`src/hdl/sar_pkg.sv`:
```
// sar_pkg: shared constants, register map and types for the converter
// sequencer. Assumes a 100 MHz mclk and an AXI4-Lite master with 32-bit data.
package sar_pkg;
   localparam int AW = 12;
   localparam int DW = 32;
   localparam int PW = 24;
   // register indices; byte address is four times the index
   localparam logic [7:0] IDX_CTRL = 8'h00;
   localparam logic [7:0] IDX_STATUS = 8'h01;
   localparam logic [7:0] IDX_CMD_BASE = 8'h02;
   localparam logic [7:0] IDX_RES_BASE = 8'h03;
   localparam logic [7:0] IDX_RESULT = 8'h04;
   localparam logic [7:0] IDX_INDEX = 8'h05;
   localparam logic [7:0] IDX_OFF0 = 8'h24;
   localparam logic [7:0] IDX_OFF1 = 8'h25;
   // control register fields
   localparam int C_EN = 0;
   localparam int C_SMOD = 1;
   localparam int C_RES_LO = 2;
   localparam int C_LIST = 4;
   localparam int C_DJM = 5;
   localparam int C_CHAN_LO = 6;
   localparam int C_SMP_LO = 10;
   localparam int C_START = 31;
   localparam logic [7:0] OFF0_VALUE = 8'h00;
   // entry sizes as address shifts: 32-bit commands, 16-bit results
   localparam int CMD_SHIFT = 2;
   localparam int RES_SHIFT = 1;
   // phase lengths in converter clock cycles
   localparam logic [4:0] PUMP_CYCLES = 5'h02;
   localparam logic [4:0] BUF_CYCLES = 5'h02;
   localparam logic [4:0] SMP_BASE = 5'h04;
   localparam logic [1:0] RESP_OKAY = 2'h0;
   localparam logic [1:0] RESP_SLVERR = 2'h2;
   typedef enum logic [2:0] {
      PH_IDLE = 3'b000,
      PH_PUMP = 3'b001,
      PH_SAMPLE = 3'b010,
      PH_HOLD = 3'b011,
      PH_CONV = 3'b100
   } phase_e;
   // resolution codes: 0 = 8 bit, 1 = 10 bit, 2 and 3 = 12 bit
   function automatic logic [3:0] res_bits(input logic [1:0] res);
      unique case (res)
         2'h0: res_bits = 4'h8;
         2'h1: res_bits = 4'hA;
         default: res_bits = 4'hC;
      endcase
   endfunction
endpackage

```
`src/hdl/sar_if.sv`:
```
// sar_if: carrier between the phase sequencer and the bit search engine.
// Assumes both ends run on the same mclk.
`timescale 1ns/100ps
`default_nettype none
interface sar_if;
   logic start;
   logic [1:0] res;
   logic cmp_hi;
   logic [11:0] code;
   logic busy;
   logic done;
   modport seq (output start, output res, output cmp_hi,
      input code, input busy, input done);
   modport core (input start, input res, input cmp_hi,
      output code, output busy, output done);
endinterface
`default_nettype wire

```
`src/hdl/sar_core.sv`:
```
// sar_core: binary search engine, one result bit per mclk.
// Assumes cmp_hi is high when the held sample is above the trial level.
`timescale 1ns/100ps
`default_nettype none
module sar_core (
   input wire logic mclk,
   input wire logic rst_n,
   sar_if.core bus
);
   import sar_pkg::*;

   typedef struct packed {
      logic busy;
      logic done;
      logic [3:0] pos;
      logic [11:0] code;
   } core_s;

   core_s s_r;
   core_s s_nxt;

   // trial bit kept or dropped on the comparator, next bit tried
   always_comb begin
      s_nxt = s_r;
      s_nxt.done = 1'b0;
      if (bus.start) begin
         s_nxt.busy = 1'b1;
         s_nxt.pos = res_bits(bus.res) - 4'h1; // RULE_09
         s_nxt.code = '0;
         s_nxt.code[s_nxt.pos] = 1'b1; // RULE_12
      end else if (s_r.busy) begin
         if (!bus.cmp_hi) begin
            s_nxt.code[s_r.pos] = 1'b0; // RULE_10
         end
         if (s_r.pos == 4'h0) begin
            s_nxt.busy = 1'b0;
            s_nxt.done = 1'b1;
         end else begin
            s_nxt.pos = s_r.pos - 4'h1;
            s_nxt.code[s_nxt.pos] = 1'b1; // RULE_12
         end
      end
   end

   always_ff @(posedge mclk) begin
      if (!rst_n) begin
         s_r <= '0;
      end else begin
         s_r <= s_nxt;
      end
   end

   assign bus.code = s_r.code;
   assign bus.busy = s_r.busy;
   assign bus.done = s_r.done;

   a_eight_bits: assert property (@(posedge mclk) disable iff (!rst_n) // RULE_12
      bus.start && bus.res == 2'h0 |=> bus.busy [*8] ##1 bus.done)
      else $error("8-bit search did not take 8 cycles");
   a_msb_first: assert property (@(posedge mclk) disable iff (!rst_n) // RULE_10
      bus.start && bus.res == 2'h1 |=> bus.code == 12'h200)
      else $error("search did not start at the top bit");
endmodule // sar_core
`default_nettype wire

```
`src/hdl/sar_adc_sequencer.sv`:
```
// sar_adc_sequencer: converter phase control, list offsets and registers.
// Assumes an AXI4-Lite master on mclk and a comparator valid each cycle.
// Function
// RULE_01: list set 0 offset reads zero and ignores every write.
// RULE_02: list set 1 offset writable only when disabled or special access.
// RULE_03: offsets count entries: 16-bit results, 32-bit commands.
// RULE_04: offset applies to command base on fetch, result base on store.
// RULE_05: exactly one input channel is routed to the storage node.
// RULE_06: sample phase starts with two buffered cycles, then direct; here smp 29 gives one buffered and no direct cycle, smp 30 no direct cycle.
// RULE_07: each sample phase follows a two-cycle pump phase.
// RULE_08: hold phase disconnects the input from the storage node.
// RULE_09: resolution selectable as 8, 10 or 12 bits.
// RULE_10: result found by binary search against weighted levels.
// RULE_11: address is base plus active offset plus index.
// RULE_12: one result bit per cycle, top bit first, after sampling.
//
// Chosen here: the AXI4-Lite slave port.
`timescale 1ns/100ps
`default_nettype none
module sar_adc_sequencer (
   input wire logic mclk,
   input wire logic rst_n,
   input wire logic [sar_pkg::AW-1:0] awaddr,
   input wire logic awvalid,
   output logic awready,
   input wire logic [sar_pkg::DW-1:0] wdata,
   input wire logic [3:0] wstrb,
   input wire logic wvalid,
   output logic wready,
   output logic [1:0] bresp,
   output logic bvalid,
   input wire logic bready,
   input wire logic [sar_pkg::AW-1:0] araddr,
   input wire logic arvalid,
   output logic arready,
   output logic [sar_pkg::DW-1:0] rdata,
   output logic [1:0] rresp,
   output logic rvalid,
   input wire logic rready,
   input wire logic cmp_hi,
   output logic pump_en,
   output logic buf_sw,
   output logic dir_sw,
   output logic [15:0] chan_sel,
   output logic [11:0] dac_code,
   output logic fetch_req,
   output logic [sar_pkg::PW-1:0] fetch_addr,
   output logic store_req,
   output logic [sar_pkg::PW-1:0] store_addr,
   output logic [15:0] store_data
);
   import sar_pkg::*;

   typedef struct packed {
      phase_e phase;
      logic [4:0] cnt;
      logic en;
      logic smod;
      logic [1:0] res;
      logic list_sel;
      logic djm;
      logic [3:0] chan;
      logic [4:0] smp;
      logic [PW-1:0] cmd_base;
      logic [PW-1:0] res_base;
      logic [7:0] off1;
      logic [5:0] cmd_idx;
      logic [5:0] res_idx;
      logic [15:0] result;
      logic [PW-1:0] cmd_addr;
      logic [PW-1:0] res_addr;
      logic fetch_req;
      logic store_req;
      logic pump_en;
      logic buf_sw;
      logic dir_sw;
      logic [15:0] chan_oh;
      logic core_start;
      logic aw_got;
      logic w_got;
      logic [AW-1:0] aw_addr;
      logic [DW-1:0] wdata;
      logic [3:0] wstrb;
      logic awready;
      logic wready;
      logic bvalid;
      logic [1:0] bresp;
      logic arready;
      logic rvalid;
      logic [1:0] rresp;
      logic [DW-1:0] rdata;
   } seq_s;

   seq_s s_r;
   seq_s s_nxt;
   logic wr_go;
   sar_if sbus ();

   function automatic logic [AW-1:0] reg_addr(input logic [7:0] idx);
      reg_addr = {2'b00, idx, 2'b00};
   endfunction

   // entry counts become byte addresses by the entry size
   function automatic logic [PW-1:0] entry_addr(input logic [PW-1:0] base,
         input logic [7:0] off, input logic [5:0] idx, input int shift);
      logic [PW-1:0] entries;
      entries = PW'({8'h00, off} + {10'h000, idx});
      entry_addr = base + (entries << shift); // RULE_03 RULE_11
   endfunction

   function automatic logic [DW-1:0] merge(input logic [DW-1:0] old,
         input logic [DW-1:0] d, input logic [3:0] be);
      merge = old;
      for (int i = 0; i < 4; i++) begin
         if (be[i]) begin
            merge[8*i +: 8] = d[8*i +: 8];
         end
      end
   endfunction

   function automatic logic [15:0] justify(input logic [11:0] v,
         input logic [1:0] res, input logic djm);
      logic [3:0] n;
      n = res_bits(res);
      if (djm) begin
         justify = {4'h0, v};
      end else begin
         justify = {v, 4'h0} << (4'hC - n);
      end
   endfunction

   assign sbus.start = s_r.core_start;
   assign sbus.res = s_r.res;
   assign sbus.cmp_hi = cmp_hi;

   sar_core u_core (
      .mclk(mclk),
      .rst_n(rst_n),
      .bus(sbus)
   );

   always_comb begin
      logic [DW-1:0] ctrl;
      logic [DW-1:0] nv;
      logic [7:0] widx;
      logic [7:0] ridx;
      logic open;
      logic [7:0] off;
      ctrl = '0;
      nv = '0;
      widx = '0;
      ridx = '0;
      open = 1'b0;
      off = '0;
      s_nxt = s_r;
      s_nxt.fetch_req = 1'b0;
      s_nxt.store_req = 1'b0;
      s_nxt.core_start = 1'b0;
      wr_go = 1'b0;

      // write side: address and data taken in either order
      if (awvalid && s_r.awready) begin
         s_nxt.aw_got = 1'b1;
         s_nxt.aw_addr = awaddr;
      end
      if (wvalid && s_r.wready) begin
         s_nxt.w_got = 1'b1;
         s_nxt.wdata = wdata;
         s_nxt.wstrb = wstrb;
      end
      if (s_r.bvalid && bready) begin
         s_nxt.bvalid = 1'b0;
      end
      ctrl[C_EN] = s_r.en;
      ctrl[C_SMOD] = s_r.smod;
      ctrl[C_RES_LO +: 2] = s_r.res;
      ctrl[C_LIST] = s_r.list_sel;
      ctrl[C_DJM] = s_r.djm;
      ctrl[C_CHAN_LO +: 4] = s_r.chan;
      ctrl[C_SMP_LO +: 5] = s_r.smp;
      // address registers only move while stopped or in special access
      open = !s_r.en || s_r.smod; // RULE_02
      if (s_r.aw_got && s_r.w_got && !s_r.bvalid) begin
         wr_go = 1'b1;
         widx = s_r.aw_addr[9:2];
         s_nxt.aw_got = 1'b0;
         s_nxt.w_got = 1'b0;
         s_nxt.bvalid = 1'b1;
         s_nxt.bresp = RESP_OKAY;
         if (s_r.aw_addr[AW-1:10] != '0) begin
            s_nxt.bresp = RESP_SLVERR;
         end else if (widx == IDX_CTRL) begin
            nv = merge(ctrl, s_r.wdata, s_r.wstrb);
            s_nxt.en = nv[C_EN];
            s_nxt.smod = nv[C_SMOD];
            s_nxt.res = nv[C_RES_LO +: 2];
            s_nxt.list_sel = nv[C_LIST];
            s_nxt.djm = nv[C_DJM];
            s_nxt.chan = nv[C_CHAN_LO +: 4];
            s_nxt.smp = nv[C_SMP_LO +: 5];
            // start is a write-one pulse, honoured only when idle
            if (nv[C_START] && nv[C_EN] && s_r.phase == PH_IDLE) begin
               // list select of this same write governs the fetch
               off = nv[C_LIST] ? s_r.off1 : OFF0_VALUE;
               s_nxt.cmd_addr = entry_addr(s_r.cmd_base, off, // RULE_04
                  s_r.cmd_idx, CMD_SHIFT);
               s_nxt.fetch_req = 1'b1;
               s_nxt.phase = PH_PUMP;
               s_nxt.cnt = '0;
            end
         end else if (widx == IDX_CMD_BASE) begin
            if (open) begin
               nv = merge({8'h00, s_r.cmd_base}, s_r.wdata, s_r.wstrb);
               s_nxt.cmd_base = nv[PW-1:0];
            end
         end else if (widx == IDX_RES_BASE) begin
            if (open) begin
               nv = merge({8'h00, s_r.res_base}, s_r.wdata, s_r.wstrb);
               s_nxt.res_base = nv[PW-1:0];
            end
         end else if (widx == IDX_OFF1) begin
            if (open && s_r.wstrb[0]) begin
               s_nxt.off1 = s_r.wdata[7:0]; // RULE_02
            end
         end else if (widx == IDX_OFF0 || widx == IDX_STATUS ||
               widx == IDX_RESULT || widx == IDX_INDEX) begin
            s_nxt.bresp = RESP_OKAY; // read-only, write dropped RULE_01
         end else begin
            s_nxt.bresp = RESP_SLVERR;
         end
      end
      s_nxt.awready = !s_nxt.aw_got && !s_nxt.bvalid;
      s_nxt.wready = !s_nxt.w_got && !s_nxt.bvalid;

      // read side: one read at a time, data one cycle after the address
      if (s_r.rvalid && rready) begin
         s_nxt.rvalid = 1'b0;
      end
      if (arvalid && s_r.arready) begin
         ridx = araddr[9:2];
         s_nxt.rvalid = 1'b1;
         s_nxt.rresp = RESP_OKAY;
         s_nxt.rdata = '0;
         if (araddr[AW-1:10] != '0) begin
            s_nxt.rresp = RESP_SLVERR;
         end else if (ridx == IDX_CTRL) begin
            s_nxt.rdata = ctrl;
         end else if (ridx == IDX_STATUS) begin
            s_nxt.rdata = {24'h000000, 2'b00, sbus.busy,
               s_r.phase == PH_IDLE, 1'b0, s_r.phase};
         end else if (ridx == IDX_CMD_BASE) begin
            s_nxt.rdata = {8'h00, s_r.cmd_base};
         end else if (ridx == IDX_RES_BASE) begin
            s_nxt.rdata = {8'h00, s_r.res_base};
         end else if (ridx == IDX_RESULT) begin
            s_nxt.rdata = {16'h0000, s_r.result};
         end else if (ridx == IDX_INDEX) begin
            s_nxt.rdata = {18'h00000, s_r.res_idx, 2'b00, s_r.cmd_idx};
         end else if (ridx == IDX_OFF0) begin
            s_nxt.rdata = {24'h000000, OFF0_VALUE}; // RULE_01
         end else if (ridx == IDX_OFF1) begin
            s_nxt.rdata = {24'h000000, s_r.off1};
         end else begin
            s_nxt.rresp = RESP_SLVERR;
         end
      end
      s_nxt.arready = !s_nxt.rvalid;

      // conversion phases; dropping enable aborts back to idle
      s_nxt.pump_en = 1'b0;
      s_nxt.buf_sw = 1'b0;
      s_nxt.dir_sw = 1'b0;
      unique case (s_r.phase)
         PH_IDLE: begin
            // pump output rises with the phase so it spans both cycles
            s_nxt.pump_en = s_nxt.phase == PH_PUMP; // RULE_07
         end
         PH_PUMP: begin
            s_nxt.cnt = s_r.cnt + 5'h01;
            s_nxt.pump_en = 1'b1; // RULE_07
            if (s_r.cnt == PUMP_CYCLES - 5'h01) begin
               s_nxt.pump_en = 1'b0;
               s_nxt.buf_sw = 1'b1; // RULE_06
               s_nxt.phase = PH_SAMPLE;
               s_nxt.cnt = '0;
            end
         end
         PH_SAMPLE: begin
            s_nxt.cnt = s_r.cnt + 5'h01;
            // buffer first to spare the source, then the direct path
            s_nxt.buf_sw = s_nxt.cnt < BUF_CYCLES; // RULE_06
            s_nxt.dir_sw = !s_nxt.buf_sw;
            if (s_r.cnt == s_r.smp + SMP_BASE - 5'h01) begin
               s_nxt.buf_sw = 1'b0; // RULE_08
               s_nxt.dir_sw = 1'b0;
               s_nxt.core_start = 1'b1; // RULE_12
               s_nxt.phase = PH_HOLD;
            end
         end
         PH_HOLD: begin
            s_nxt.phase = PH_CONV;
         end
         PH_CONV: begin
            if (sbus.done) begin
               off = s_r.list_sel ? s_r.off1 : OFF0_VALUE;
               s_nxt.result = justify(sbus.code, s_r.res, s_r.djm);
               s_nxt.res_addr = entry_addr(s_r.res_base, off, // RULE_04
                  s_r.res_idx, RES_SHIFT);
               s_nxt.store_req = 1'b1;
               s_nxt.cmd_idx = s_r.cmd_idx + 6'h01;
               s_nxt.res_idx = s_r.res_idx + 6'h01;
               s_nxt.phase = PH_IDLE;
            end
         end
         default: begin
            s_nxt.phase = PH_IDLE;
         end
      endcase
      if (!s_nxt.en) begin
         s_nxt.phase = PH_IDLE;
         s_nxt.pump_en = 1'b0;
         s_nxt.buf_sw = 1'b0;
         s_nxt.dir_sw = 1'b0;
         s_nxt.cmd_idx = '0;
         s_nxt.res_idx = '0;
      end
      s_nxt.chan_oh = 16'h0001 << s_nxt.chan; // RULE_05
   end

   always_ff @(posedge mclk) begin
      if (!rst_n) begin
         s_r <= '0;
         s_r.chan_oh <= 16'h0001;
      end else begin
         s_r <= s_nxt;
      end
   end

   // outputs straight from the state flops
   assign awready = s_r.awready;
   assign wready = s_r.wready;
   assign bresp = s_r.bresp;
   assign bvalid = s_r.bvalid;
   assign arready = s_r.arready;
   assign rdata = s_r.rdata;
   assign rresp = s_r.rresp;
   assign rvalid = s_r.rvalid;
   assign pump_en = s_r.pump_en;
   assign buf_sw = s_r.buf_sw;
   assign dir_sw = s_r.dir_sw;
   assign chan_sel = s_r.chan_oh;
   assign dac_code = sbus.code;
   assign fetch_req = s_r.fetch_req;
   assign fetch_addr = s_r.cmd_addr;
   assign store_req = s_r.store_req;
   assign store_addr = s_r.res_addr;
   assign store_data = s_r.result;

   a_off0_zero: assert property (@(posedge mclk) disable iff (!rst_n) // RULE_01
      arvalid && arready && araddr == reg_addr(IDX_OFF0) |=> rdata == '0)
      else $error("list set 0 offset read not zero");
   a_off1_locked: assert property (@(posedge mclk) disable iff (!rst_n) // RULE_02
      wr_go && s_r.en && !s_r.smod |=> $stable(s_r.off1))
      else $error("list set 1 offset changed while locked");
   a_pump_two: assert property (@(posedge mclk) disable iff (!rst_n) // RULE_07
      $rose(pump_en) |-> pump_en [*2] ##1 (buf_sw && !pump_en))
      else $error("pump phase not two cycles");
   a_buffer_two: assert property (@(posedge mclk) disable iff (!rst_n) // RULE_06
      $rose(buf_sw) |-> buf_sw [*2] ##1 (dir_sw && !buf_sw))
      else $error("buffered sampling not two cycles");
   a_hold_open: assert property (@(posedge mclk) disable iff (!rst_n) // RULE_08
      s_r.phase == PH_HOLD || s_r.phase == PH_CONV |-> !buf_sw && !dir_sw)
      else $error("input connected during hold");
   a_one_chan: assert property (@(posedge mclk) disable iff (!rst_n) // RULE_05
      $onehot(chan_sel))
      else $error("channel select not one-hot");
   a_fetch_addr: assert property (@(posedge mclk) disable iff (!rst_n) // RULE_11
      fetch_req && !s_r.list_sel |-> fetch_addr ==
         s_r.cmd_base + {16'h0000, s_r.cmd_idx, 2'b00})
      else $error("list 0 fetch address wrong");
   a_conv_bound: assert property (@(posedge mclk) disable iff (!rst_n) // RULE_09
      $rose(s_r.core_start) && s_r.res == 2'h0 |-> ##10 store_req)
      else $error("8-bit conversion not stored on time");
endmodule // sar_adc_sequencer
`default_nettype wire

```
`config.mk`:
```
export PLATFORM = sky130hd
export DESIGN_NAME = sar_adc_sequencer
export DESIGN_NICKNAME = d
export VERILOG_FILES = /design/src/hdl/sar_pkg.sv /design/src/hdl/sar_if.sv /design/src/hdl/sar_core.sv /design/src/hdl/sar_adc_sequencer.sv
export SDC_FILE = /design/constraint.sdc
export NUM_CORES = 1
export LEC_CHECK = 0
export BUFFER_PORTS_ARGS = -buffer_cell sky130_fd_sc_hd__clkbuf_2
export CORE_MARGIN = 2
export CORE_UTILIZATION = 50
export DETAILED_ROUTE_END_ITERATION = 8
export PLACE_DENSITY = 0.71
export SLEW_MARGIN = 10
export SYNTH_ARGS = -nofsm -noshare
export SYNTH_HDL_FRONTEND = slang
export SYNTH_SLANG_ARGS = --single-unit
export TNS_END_PERCENT = 20
```
`constraint.sdc`:
```
create_clock -name mclk -period 11.42 [get_ports mclk]
set_input_delay 0 -clock mclk [delete_from_list [all_inputs] [get_ports mclk]]
set_output_delay 0 -clock mclk [all_outputs]
set_load 0.05 [all_outputs]
```
# After elaboration in Yosys (flattened, before gate mapping)
# Cells that the tools add are included.
[word_totals]
regBits = 286
input_bits = 68
out_inout_bits = 138
wordCells = 252
[classes]
addsub = 12
magnitude_cmp = 7
n_eq_ne = 25
shifts = 2
n_mux = 92
n_bitwise = 12
n_reduce_logical = 57
[ops]
columns = ["operator", "n"]
rows = [
  ["$mux 24", 9],
  ["$mux 8", 23],
  ["$mux 79", 2],
  ["$mux 16", 4],
  ["$mux 56", 1],
  ["$mux 2", 19],
  ["$mux 12", 3],
  ["$mux 35", 1],
  ["$eq 8x2->1 const B", 4],
  ["$eq 8x3->1 const B", 4],
  ["$eq 8x6->1 const B", 4],
  ["$mux 32", 1],
  ["$reduce_and 7->1", 4],
  ["$add 24x10->24", 1],
  ["$add 24x11->24", 1],
  ["$mux 23", 1],
  ["$add 8x6->9", 2],
  ["$mux 18", 1],
  ["$reduce_and 6->1", 3],
  ["$eq 8x1->1 const B", 2],
  ["$logic_not 8->1", 2],
  ["$reduce_and 4->1", 4],
  ["$shl 1x4->16 const A", 1],
  ["$shl 16x4->16", 1],
  ["other kinds (44)", 109],
]

# Depth between registers and ports, before layout
[depth]
word_depth = 13
ltp_mapped = 19
mapped_depth_nobuf = 18

# By module
# Synthesis repeated with hierarchy kept, for this count alone.
[hier_totals]
cells_unflattened = 1691
hier_area_um2 = 13994.7
[by_module_without_submodules]
columns = ["module", "instances", "cells_per_inst", "area_per_inst_um2", "seq_area_each_um2"]
rows = [
  ["sar_adc_sequencer", 1, 1569, 12939.9, 4984.8],
  ["sar_core", 1, 122, 1054.8, 360.3],
]

# Least setup slack after synthesis
# Ideal clock, no wire load.
[synth_path]
path_type = "reg-to-reg"
start = "register s_r[41] in the netlist's numbering"
end = "register s_r, in the netlist fetch_addr[14]"
setup_ns = 0.091
arrival_ns = 3.825
required_time_ns = 11.329
slack_ns = 7.504
stages_incl_launch_ff = 20
n_path_buf = 1
period_less_slack_ns = 3.916
path_cell_list = "dfxtp_1 > mux2_2 > and2_1 > ha_1 > inv_1 > fa_1 > nor2b_1 > o21ai_0 > a21boi_0 > o21a_1 > nor2_1 > xor2_1 > ha_1 > or2_2 > a21oi_1 > and3b_1 > a21oi_1 > clkbuf_1 > o21ai_0 > a311oi_1"
[synth_via]
elab_chain_cells = 7
word_cells_on_any_way = 10
cone_classes = "2 x add/sub; 5 x mux; 3 x reduce/logical"
[synth_lines]
columns = ["item", "line", "text"]
rows = [
  ["from (decl)", "sar_adc_sequencer.sv:94", "seq_s s_r;"],
  ["from (signal assigned)", "sar_adc_sequencer.sv:335", "s_r <= s_nxt;"],
  ["$mux 8 *", "sar_adc_sequencer.sv:115", "if (be[i]) begin"],
  ["$mux 8 *", "sar_adc_sequencer.sv:192", "end else if (widx == IDX_CTRL) begin"],
  ["$mux 8 *", "sar_adc_sequencer.sv:190", "if (s_r.aw_addr[AW-1:10] != '0) begin"],
  ["$mux 8 *", "sar_adc_sequencer.sv:183", "if (s_r.aw_got && s_r.w_got && !s_r.bvalid) begin"],
  ["$mux 8 / $logic_and 1x1->1 (equally long branches)", "sar_adc_sequencer.sv:204, sar_adc_sequencer.sv:202", ""],
  ["$add 8x6->9 / $logic_and 1x1->1 (equally long branches)", "sar_adc_sequencer.sv:107, sar_adc_sequencer.sv:202", ""],
  ["$add 24x11->24 / $reduce_and 4->1 (equally long branches)", "-", ""],
]
# Every way passes the cells marked *; elsewhere a longest branch is shown, timed or not. The select of a mux whose other input is x is not followed.
# A chain may end at the register's enable or synchronous reset.

# Worst setup path in the final report
[layout_path]
start = "register s_r[255] in the netlist's numbering"
end = "register s_r, in the netlist fetch_addr[16]"
[layout_via]
elab_chain_cells = 7
[layout_lines]
columns = ["item", "line", "text"]
rows = [
  ["$mux 8", "sar_adc_sequencer.sv:115", ""],
  ["$mux 8", "sar_adc_sequencer.sv:192", ""],
  ["$mux 8", "sar_adc_sequencer.sv:190", ""],
  ["$mux 8", "sar_adc_sequencer.sv:183", ""],
  ["$mux 8", "sar_adc_sequencer.sv:204", "off = nv[C_LIST] ? s_r.off1 : OFF0_VALUE;"],
  ["$add 8x6->9", "sar_adc_sequencer.sv:107", "entries = PW'({8'h00, off} + {10'h000, idx});"],
  ["$add 24x11->24", "sar_adc_sequencer.sv:108", "entry_addr = base + (entries << shift);"],
]
# Every way passes these cells. The select of a mux whose other input is x is not followed.

==> summary.txt <==
Timing
  – Period minus WS final: 4810 ps
  – Peak Freq: 0.208 GHz
  – Final WS setup: 6610 ps
  – Final slew viol count: 0
  – Worst slew margin: 24.6%
  – Sum Neg Setup Slack: 0 ps
  – Clk_skew: 21.6 ps
  – Worst Tran Pin Value: 1130 ps
  – Final setup viols: 0
  – Unrepaired setup endpoints after global routing: no
  – Final Hold Fails: 0
  – Period utilisation layout: 42.1%
  – WHS: 4.46 ps

Clocking
  – Clock Pin Slew Worst Setup and Hold Paths: 60 ps
  – Post-CTS Setup Bufs: 0
  – Clock Latency Late Sink: 550 ps
  – Num Clock Sinks: 267
  – Hold-fix buffers at CTS: 54
  – # resized after CTS: 0
  – H-tree levels: 1
  – Max clock buf depth: 3
  – TritonCTS clock tree: done
  – Inserted Clock Buffers: 29
  – Root buf cell: clkbuf_16

Power
  – Maximum VDD drop: 99.4 uV
  – Leak pwr: 6.23 nW
  – Power Dens Cells: 138 nW/um2
  – Power, Total: 2.14 mW

Drt
  – TritonRoute pass-1 iters: 5
  – Final ANT Viol Nets: 0
  – DRC Markers: 0
  – Via count: 12200
  – Post-DR vias/cell: 5.66
  – Aggregate routed wire length: 39600 um
  – Detailed Route Iter0 Violations: 1081
  – Drt wl/cell: 18.3 um

Final layout
  – Diodes inserted: 0
  – Share of cells above drive strength 1: 15.1%
  – Number of fill cells: 2444
  – Area Growth Syn to Fin: 13.1%
  – Design area: 15600 um2
  – Layout Nets: 1904

GRT
  – Largest net degree at the start of global routing: 82
  – First-pass GRT wire length: 61900 um
  – GRT Resource Usage Total: 26.9%
  – Initial antenna violation count: 0
  – Global route overflow: 0
  – Vias in the first global route: 11600

Synth
  – Sequential fraction of the synthesis area: 38.8%
  – Avg Cell Area, Syn: 7.95 um2
  – Post-synth ARST share: 0%
  – List of most frequent post-synthesis cells: 300 x nand2_1, 267 x dfxtp_1, 177 x a21oi_1
  – Post-synth EDFFs: 0
  – Synth top area cells: dfxtp_1 39%, nand2_1 8.2%, buf_4 7.0%
  – Dominant cell type by area after synthesis: dfxtp_1
  – Cell area after synthesis: 13800 um2
  – Synth warn: 0
  – Top_reg_cell synth: dfxtp_1
  – Yosys top cell area share: 38.8%
  – Seq cells post-synth: 267
  – Mapped Cells: 1732
  – Count leader, synth: nand2_1
  – Post-synth cell types: 66

Job
  – MaxCap Viol Count: 0

Worst setup path
  – Setup crit end kind: flip-flop
  – FF-to-FF path depth: 18
  – Crit path DAT: 5280 ps
  – Startpoint types: flip-flop
  – Worst Path Required: 11890 ps
  – Worst Setup Path Type: flip-flop to flip-flop
  – CP max FO: 14

Floorplanning
  – Area of the core: 27000 um2
  – Die area: 28900 um2
  – Die H: 170 um
  – Core Rows: 60
  – Die Wd: 170 um
  – Ports: 206
  – Starting Density: 50.9%

Hold path
  – Hold Path Class: primary input to flip-flop
  – Hold Path Stages: 4

Place
  – Port Buf Inserts: 184
  – GP Congestion: 0.955
  – Final HPWL DP: 27900 um
  – Post-Place Worst Slack: 6690 ps
  – Area after DPL: 13900 um2

Status
  – Status: complete, no violations
## flip-flops by register name (all words and copies together), names as in the netlist, 4 cells and up
| name | cells |
|---|---|
| store_addr | 24 |
| u_core.s_r | 4 |
| fetch_addr | 24 |
| s_r | 130 |
| chan_sel | 16 |
| u_core.bus.code | 12 |
| rdata | 24 |
| store_data | 16 |
## logic make-up after synthesis
logic type	after synthesis	share of synthesized area [%]
compound gates	390	17.0
xor+xnor	53	3.37
fa+ha+maj	39	3.76
buf+inv	252	10.4
flops	267	38.8
mux	63	4.64
other cells	1	0.0272
simple gates	667	22.0
## critical path: stages, from the launching register on
cell and delay [ps]:
dfxtp_1 590, mux2_2 340, and2_1 150, ha_1 160, inv_1 60, fa_1 390
nor2b_1 120, o21ai_0 100, a21boi_0 250, o21a_1 150, nor2_1 50, xor2_1 170
ha_1 250, a2111oi_0 400, o21ai_0 180, and3b_1 200, a21oi_1 660, o21ai_0 220
a311oi_1 270
## final timing paths
check / startpoint / endpoint / slack [ps]
worst min register to register: fetch_addr[5] / fetch_addr[5] / 450
worst max register to register: s_r[255] / fetch_addr[16] / 6610
worst min-delay path: awvalid / s_r[80] / 4
worst max-delay path: s_r[255] / fetch_addr[16] / 6610
## cell usage in the layout, fill, tap and decap left out, types with 9 or more instances in the layout
cell type,count
dlygate4sd3_1,54
and2_1,19
clkbuf_2,184
xor2_1,22
nor2_1,156
a211oi_1,22
nor2b_1,13
or2_2,12
a22oi_1,16
o211ai_1,10
nand3_1,37
nor3_1,31
a21oi_1,177
buf_4,9
inv_1,29
or3_1,16
mux2i_1,56
conb_1,10
nand2_1,300
clkbuf_16,29
ha_1,35
nand4_1,15
o21ai_0,78
nand2b_1,20
a311oi_1,9
xnor2_1,31
bufinv_16,9
a21o_1,10
dfxtp_1,267
## layout make-up
class                      instances  area, um2  area share, %
sequential                       267       5350           34.3
clock buffer                      34        785           5.04
tap                              341        427           2.74
timing repair buffer             247       1530           9.82
inverter                          30        118          0.755
clock inverter                    19        330           2.12
multi-input combinational       1222       7040           45.2
## routing by layer
metal | GRT usage (%) | vias up | share of wire [%]
met4 | 10.2 | 0 | 3.5
met5 | 0 | - | 0
met1 | 35.6 | 5697 | 42
li1 | - | 5972 | -
met3 | 4.47 | 94 | 7.8
met2 | 44.2 | 455 | 46
## where the power goes
| part | internal (mW) | switching, mW | leakage [nW] |
|---|---|---|---|
| registers | 0.940 | 0.0122 | 2.15 |
| logic | 0.0343 | 0.0641 | 3.52 |
| clock network | 0.693 | 0.399 | 0.551 |
| total | 1.67 | 0.475 | 6.23 |
## metrics by stage
| stage | util (%) | instances |
|---|---|---|
| floorplan | - | 1741 |
| global placement | 51.5 | 2053 |
| detailed placement | 51.5 | 2053 |
| CTS | 57.6 | 2160 |
| global route | 57.6 | 2160 |
| finish | 57.6 | 2160 |
(Power assumes the default switching activity.)
